===== src/core/rlm_defines.vh =====
`ifndef RLM_DEFINES_VH
`define RLM_DEFINES_VH

// ----------------------------------------
// Register offsets
// ----------------------------------------
`define RLM_REF_LOSS_THR_OFS   8'h1b
`define RLM_LOCK_LOSS_THR_OFS  8'h1c
`define RLM_MASK_CTRL_OFS      8'h1d

// ----------------------------------------
// Reset values
// ----------------------------------------
`define RLM_REF_LOSS_THR_RST   8'h01
`define RLM_LOCK_LOSS_THR_RST  8'h10
`define RLM_MASK_CTRL_RST      8'h00

// ----------------------------------------
// Writable bits per register
// ----------------------------------------
`define RLM_REF_LOSS_THR_WMASK 8'h77
`define RLM_LOCK_LOSS_THR_WMASK 8'h1f
`define RLM_MASK_CTRL_WMASK    8'hff

// ----------------------------------------
// Field positions
// ----------------------------------------
`define RLM_MISS_EXTRA_MSB     6
`define RLM_MISS_EXTRA_LSB     4
`define RLM_REF_WAIT_MSB       2
`define RLM_REF_WAIT_LSB       0
`define RLM_LOCK_WAIT_MSB      4
`define RLM_LOCK_WAIT_LSB      0
`define RLM_LOCK_HIDE_LSB      4
`define RLM_ALIGN_HIDE_LSB     0

// ----------------------------------------
// Timing
// ----------------------------------------
`define RLM_CLK_PERIOD_NS      40
`define RLM_HSYNC_PERIOD_NS    64000
`define RLM_HSYNC_PERIOD_CLKS  (`RLM_HSYNC_PERIOD_NS / `RLM_CLK_PERIOD_NS)

`endif


===== src/core/rlm_regbank.v =====
`timescale 1ns/1ps
`include "rlm_defines.vh"

module rlm_regbank
(
	input  wire       clock,     // System clock
	input  wire       rst_n,     // Synchronised reset
	input  wire [7:0] addr,      // Register offset
	input  wire [7:0] wdata,     // Write data
	input  wire       write,     // Write strobe
	input  wire       read,      // Read strobe
	output reg  [7:0] rdata_q,   // Registered read data
	output reg  [7:0] ref_thr_q, // Reference-loss threshold
	output reg  [7:0] lock_thr_q,// Lock-loss threshold
	output reg  [7:0] mask_q     // Mask control
);

	// ----------------------------------------
	// Storage and read port
	// ----------------------------------------
	always @(posedge clock or negedge rst_n)
	begin
		if (!rst_n)
		begin
			ref_thr_q  <= `RLM_REF_LOSS_THR_RST;
			lock_thr_q <= `RLM_LOCK_LOSS_THR_RST;
			mask_q     <= `RLM_MASK_CTRL_RST;
			rdata_q    <= 8'h00;
		end
		else
		begin
			if (write && addr == `RLM_REF_LOSS_THR_OFS)
				ref_thr_q <= wdata & `RLM_REF_LOSS_THR_WMASK;
			if (write && addr == `RLM_LOCK_LOSS_THR_OFS)
				lock_thr_q <= wdata & `RLM_LOCK_LOSS_THR_WMASK;
			if (write && addr == `RLM_MASK_CTRL_OFS)
				mask_q <= wdata & `RLM_MASK_CTRL_WMASK;
			if (read)
			begin
				case (addr)
					`RLM_REF_LOSS_THR_OFS:  rdata_q <= ref_thr_q;
					`RLM_LOCK_LOSS_THR_OFS: rdata_q <= lock_thr_q;
					`RLM_MASK_CTRL_OFS:     rdata_q <= mask_q;
					default:                rdata_q <= 8'h00;
				endcase
			end
		end
	end

endmodule // rlm_regbank


===== src/core/rlm_monitor.v =====
`timescale 1ns/1ps
`include "rlm_defines.vh"

// Notes on behaviour
// - Bits 6:4 add extra clocks before the missing-Hsync flag; reset zero.
// - Bits 2:0 count Hsync periods before loss of reference; reset one, use six.
// - Five-bit field counts Hsync periods before PLL1 loss of lock; reset 16.
// - Mask bits 7..4 drop PLL4..PLL1 lock from global lock; reset zero.
// - Mask bits 3,2 drop frame pulse 4,3 alignment from global alignment.
// - Mask bits 1,0 drop frame pulse 2,1 alignment from global alignment.

module rlm_monitor
#(
	parameter HSYNC_PERIOD_CLKS = `RLM_HSYNC_PERIOD_CLKS
)
(
	input  wire       clock,           // 25 MHz clock
	input  wire       reset_n,         // Async reset, active low
	input  wire [7:0] reg_addr,        // Register offset from host interface
	input  wire [7:0] reg_wdata,       // Register write data
	input  wire       reg_write,       // Register write strobe
	input  wire       reg_read,        // Register read strobe
	output wire [7:0] reg_rdata,       // Read data, one cycle after strobe
	output reg        reg_rvalid_q,    // Read data valid pulse
	input  wire       hsync,           // Hsync pulse, one cycle
	input  wire [3:0] pll_lock,        // Per-PLL lock, bit 0 is PLL1
	input  wire [3:0] frame_align,     // Per frame pulse alignment, bit 0 is pulse 1
	output reg        hsync_missing_q, // Hsync gap too long
	output reg        reference_lost_q,// Loss of reference
	output reg        lock_lost_q,     // PLL1 loss of lock
	output reg        lock_status_q,   // Global lock
	output reg        align_status_q   // Global alignment
);

	localparam ST_REF_OK   = 2'b01;
	localparam ST_REF_LOST = 2'b10;

	// ----------------------------------------
	// Reset release
	// ----------------------------------------
	reg rst_meta_q;
	reg rst_n_q;

	always @(posedge clock or negedge reset_n)
	begin
		if (!reset_n)
		begin
			rst_meta_q <= 1'b0;
			rst_n_q    <= 1'b0;
		end
		else
		begin
			rst_meta_q <= 1'b1;
			rst_n_q    <= rst_meta_q;
		end
	end

	// ----------------------------------------
	// Registers
	// ----------------------------------------
	wire [7:0] ref_thr;
	wire [7:0] lock_thr;
	wire [7:0] mask;

	rlm_regbank u_regs
	(
		.clock      (clock),
		.rst_n      (rst_n_q),
		.addr       (reg_addr),
		.wdata      (reg_wdata),
		.write      (reg_write),
		.read       (reg_read),
		.rdata_q    (reg_rdata),
		.ref_thr_q  (ref_thr),
		.lock_thr_q (lock_thr),
		.mask_q     (mask)
	);

	wire [2:0] miss_extra = ref_thr[`RLM_MISS_EXTRA_MSB:`RLM_MISS_EXTRA_LSB];
	wire [2:0] ref_wait   = ref_thr[`RLM_REF_WAIT_MSB:`RLM_REF_WAIT_LSB];
	wire [4:0] lock_wait  = lock_thr[`RLM_LOCK_WAIT_MSB:`RLM_LOCK_WAIT_LSB];

	// ----------------------------------------
	// Hsync period timing
	// ----------------------------------------
	reg  [15:0] period_cnt_q;
	reg  [15:0] gap_cnt_q;
	reg  [2:0]  miss_cnt_q;
	reg  [4:0]  lock_cnt_q;
	reg  [1:0]  ref_state_q;
	wire        period_end = (period_cnt_q == HSYNC_PERIOD_CLKS[15:0] - 16'h0001);
	wire        miss_tick  = period_end && !hsync;
	wire        hs_tick    = hsync || miss_tick;
	wire [15:0] miss_limit = HSYNC_PERIOD_CLKS[15:0] + {13'h0000, miss_extra};
	wire [2:0]  ref_limit  = (ref_wait == 3'h0) ? 3'h1 : ref_wait;

	// Read data valid follows the strobe by one clock
	always @(posedge clock or negedge rst_n_q)
	begin
		if (!rst_n_q)
			reg_rvalid_q <= 1'b0;
		else
			reg_rvalid_q <= reg_read;
	end

	// Period counter restarts on a line pulse or on expiry
	always @(posedge clock or negedge rst_n_q)
	begin
		if (!rst_n_q)
			period_cnt_q <= 16'h0000;
		else if (hs_tick)
			period_cnt_q <= 16'h0000;
		else
			period_cnt_q <= period_cnt_q + 16'h0001;
	end

	// ----------------------------------------
	// Missing line pulse
	// ----------------------------------------
	// extra clock wait
	always @(posedge clock or negedge rst_n_q)
	begin
		if (!rst_n_q)
		begin
			gap_cnt_q       <= 16'h0000;
			hsync_missing_q <= 1'b0;
		end
		else
		begin
			if (hsync)
				gap_cnt_q <= 16'h0000;
			else if (gap_cnt_q != 16'hffff)
				gap_cnt_q <= gap_cnt_q + 16'h0001;
			hsync_missing_q <= !hsync && (gap_cnt_q >= miss_limit);
		end
	end

	// ----------------------------------------
	// Loss of reference
	// ----------------------------------------
	// missed period count
	always @(posedge clock or negedge rst_n_q)
	begin
		if (!rst_n_q)
			miss_cnt_q <= 3'h0;
		else if (hsync)
			miss_cnt_q <= 3'h0;
		else if (miss_tick && miss_cnt_q != 3'h7)
			miss_cnt_q <= miss_cnt_q + 3'h1;
	end

	always @(posedge clock or negedge rst_n_q)
	begin
		if (!rst_n_q)
		begin
			ref_state_q      <= ST_REF_OK;
			reference_lost_q <= 1'b0;
		end
		else
		begin
			case (ref_state_q)
				ST_REF_OK:
				begin
					if (!hsync && miss_cnt_q >= ref_limit)
						ref_state_q <= ST_REF_LOST;
				end
				ST_REF_LOST:
				begin
					if (hsync)
						ref_state_q <= ST_REF_OK;
				end
				default: ref_state_q <= ST_REF_OK;
			endcase
			reference_lost_q <= (ref_state_q == ST_REF_LOST) && !hsync;
		end
	end

	// ----------------------------------------
	// Loss of lock
	// ----------------------------------------
	// PLL1 unlock period count
	always @(posedge clock or negedge rst_n_q)
	begin
		if (!rst_n_q)
		begin
			lock_cnt_q  <= 5'h00;
			lock_lost_q <= 1'b0;
		end
		else
		begin
			if (pll_lock[0])
				lock_cnt_q <= 5'h00;
			else if (hs_tick && lock_cnt_q != 5'h1f)
				lock_cnt_q <= lock_cnt_q + 5'h01;
			lock_lost_q <= !pll_lock[0] && (lock_cnt_q >= lock_wait);
		end
	end

	// ----------------------------------------
	// Per-channel masking
	// ----------------------------------------
	wire [3:0] lock_ok;
	wire [3:0] align_ok;

	genvar i;
	generate
		for (i = 0; i < 4; i = i + 1)
		begin : g_chan
			assign lock_ok[i]  = pll_lock[i] | mask[`RLM_LOCK_HIDE_LSB + i];
			assign align_ok[i] = frame_align[i] | mask[`RLM_ALIGN_HIDE_LSB + i];
		end
	endgenerate

	// ----------------------------------------
	// Global flags
	// ----------------------------------------
	// masked combination
	always @(posedge clock or negedge rst_n_q)
	begin
		if (!rst_n_q)
		begin
			lock_status_q  <= 1'b0;
			align_status_q <= 1'b0;
		end
		else
		begin
			lock_status_q  <= &lock_ok;
			align_status_q <= &align_ok;
		end
	end

endmodule // rlm_monitor


===== config.mk =====
export PLATFORM = sky130hd
export DESIGN_NAME = rlm_monitor
export DESIGN_NICKNAME = d
export VERILOG_FILES = /design/src/core/rlm_regbank.v /design/src/core/rlm_monitor.v
export VERILOG_INCLUDE_DIRS = /design/src /design/src/core
export SDC_FILE = /design/constraint.sdc
export NUM_CORES = 1
export LEC_CHECK = 0
export CAP_MARGIN = 20
export CORE_MARGIN = 2
export CORE_UTILIZATION = 40
export DETAILED_ROUTE_END_ITERATION = 7
export DONT_BUFFER_PORTS = 1
export GPL_TIMING_DRIVEN = 0
export HOLD_SLACK_MARGIN = 0.08
export PLACE_DENSITY = 0.52
export SLEW_MARGIN = 20
export SYNTH_ARGS = -nofsm -noshare
export SYNTH_HDL_FRONTEND = slang
export SYNTH_HIERARCHICAL = 1
export SYNTH_SLANG_ARGS = --single-unit

===== constraint.sdc =====
create_clock -name clock -period 3.6 [get_ports clock]
set_clock_uncertainty 0.15 [all_clocks]
set_input_delay 0.54 -clock clock [delete_from_list [all_inputs] [get_ports clock]]
set_output_delay 0.54 -clock clock [all_outputs]
set_load 0.01 [all_outputs]

==> flow_summary.yaml <==
outcome:
  outcome: "finished clean"
worst_setup_path:
  rr_worst_depth: 6
  critical-path-max-stage-delay_ns: 0.73
  setup.worst_path.start_class: "flop"
  worst-endpoint-arrival_ns: 2.65
  critical_path_required_ns: 3.66
  worstPathMaxFanout: 10
  path_cells: "ha_1 > nand4_1 > nor4_1 > buf_2 > mux2i_1 > nor2_1"
  largest_delay_contributor_family_on_the_critical_path: "simple AND/OR/NAND/NOR gates"
  crit_slowest_cell: "sky130_fd_sc_hd__nor4_1"
  end_kind: "flop"
  critical_path.n_buffers_inverters: 1
  worst-path-stages: 6
  critPathKind: "reg2reg"
grt:
  number_of_antenna_violations_at_the_first_check_in_global_routing: 0
  groute.usage.overall: 0.168
  grt_overflow_total: 0
  global_route_wire_length_before_repair_um: 14900
  grt_max_degree: 46
  vias_in_the_first_global_route: 2972
timing:
  fmax_mhz: 385
  setup_repair_after_global_routing_missed_its_margin: "no"
  setup_viol: 0
  fin_setup_tns_ns: 0
  final.setup.worst_slack_ns: 1.00
  worst_slew_pin_slew_ns: 0.829
  hold_viol_final: 0
  fin_crit_ns: 2.60
  layout_worst_path_cycle_share: 0.721
  drv_slew: 0
  max_slew_margin: 0.443
floorplan:
  initial_core_util: 0.411
  pin_count: 43
  core_um2: 9730
  core.rowCount: 36
  die_outline_area_um2: 10800
  die_y_um: 104
  die_width_um: 104
power_and_ir_drop:
  comb_power_share: 0.063
  power.static_leakage_nw: 1.85
  switching_power_w: 0.000404
  power-per-cell-area_nw_per_um2: 362
  vdd_drop_max_v: 0.000141
  power_frac_clock: 0.353
  swShare: 0.255
  internal_power_w: 0.00118
  share_of_power_burned_in_registers: 0.584
clock_network:
  clock_pin_slew_reported_for_the_worst_setup_and_hold_paths_after_clock_tree_synthesis_ns: 0.08
  cts_htree_levels: 3
  number_of_buffers_created_by_cts: 9
  cts_num_sinks: 77
  cts-root-buf: "sky130_fd_sc_hd__clkbuf_8"
  clkLatencyLatePin_ns: 0.34
  cts_tree: "built"
  clk_path_buf_depth: 2
cells_and_area:
  antenna_cells_inserted: 0
  syn2layout_area_growth_pct: 9.20
  final_layout_size_suffix_gt1_frac: 0.146
  regArea_um2: 1930
  layout.filler_cells: 959
  finalCoreUtilization: 0.449
  multi_input_area_um2: 1940
  highest_count_cells_in_the_layout_ignoring_fill_and_taps: "73 x sky130_fd_sc_hd__dfrtp_1, 34 x sky130_fd_sc_hd__nor2_1, 25 x sky130_fd_sc_hd__mux2_2, 23 x sky130_fd_sc_hd__nand3_1, 20 x sky130_fd_sc_hd__nand2_1"
  final_common_cell: "sky130_fd_sc_hd__dfrtp_1"
  layout.nets: 445
place:
  buffer_ports.inserted: 0
  globalplace.congestion: 0.837
  place_hpwl_um: 6050
  pre_cts_setup_slack_ns: 1.07
route:
  wl_per_cell_um: 15.8
  num_vias: 2985
  avgViaCountPerCell: 5.57
  postRouteAntennaNets: 0
  detail_route.first_pass.iterations: 4
  dr.first_iter.drc_count: 187
  remaining_drc_errors: 0
  totalWireLength_um: 8450
yosys:
  synthesis.yosys.warnings: 6
  postSynthCellCount: 385
  synth.avg_cell_area_um2: 10.4
  post_synthesis_instance_area_um2: 4000
  synth.net_count: 431
flow_run:
  max_cap_viol_count: 0
min_path:
  hold_class: "reg2async"
power by group through the flow:
stage	Sequential, W	Clock [W]	Combinational, W
floorplan	0.000936	0	0.0000711
global placement	0.000948	0	0.0000880
detailed placement	0.000943	0	0.0000992
CTS	0.000926	0.000583	0.000102
global route	0.000931	0.000630	0.000116
finish	0.000924	0.000558	0.0000994
through the flow:
| stage | power, W | instances | hold slack, ns | cell area, um^2 |
|---|---|---|---|---|
| floorplan | 0.00101 | 385 | 0.0944 | 4000 |
| global placement | 0.00104 | 518 | 0.0944 | 4170 |
| detailed placement | 0.00104 | 519 | 0.0945 | 4190 |
| CTS | 0.00161 | 536 | 0.172 | 4370 |
| global route | 0.00168 | 536 | 0.165 | 4370 |
| finish | 0.00158 | 536 | 0.197 | 4370 |
final timing paths:
path                              startpoint              endpoint  slack [ns]
worst max register to register  gap_cnt_q[1]          gap_cnt_q[1]        1.00
worst min register to register       rst_n_q         lock_status_q        0.20
max in group asynchronous            rst_n_q  u_regs/lock_thr_q[4]        2.45
min in group clock              reg_wdata[3]  u_regs/lock_thr_q[3]        0.20
worst min-delay path                 rst_n_q         lock_status_q        0.20
worst max-delay path            gap_cnt_q[1]          gap_cnt_q[1]        1.00
layer usage:
metal  GRT usage  vias to the layer above  routed length [um]
li1            -                     1452                   -
met1       0.232                     1466                4060
met2       0.266                       63                4010
met3      0.0388                        4                 316
met4      0.0473                        0                  63
met5           0                        -                   0
area by class of cell:
cell class / instances / area share
plain buffers: 11 / 0.0129
clock buffers: 10 / 0.0292
clock inverters: 5 / 0.00688
inverters: 20 / 0.0172
multi-input cells: 277 / 0.444
flip-flops and latches: 77 / 0.443
well taps: 133 / 0.0381
repair buffers: 3 / 0.00917
timing repair:
action / in CTS / in global routing
buffers inserted: 0 / 0
gates resized for setup: 0 / 0
hold endpoints to repair: 3 / 0
hold buffers: 2 / 0
sequential cells by signal (all words and copies together) (netlist names):
register           cells
u_regs/ref_thr_q       6
u_regs/rdata_q         8
lock_cnt_q             5
lock_status_q          1
hsync_missing_q        1
gap_cnt_q             16
period_cnt_q          16
rst_meta_q             1
u_regs/lock_thr_q      5
align_status_q         1
u_regs/mask_q          8
miss_cnt_q             3
rst_n_q                1
reference_lost_q       1
ref_state_q            2
reg_rvalid_q           1
lock_lost_q            1
(Power assumes the default switching activity.)
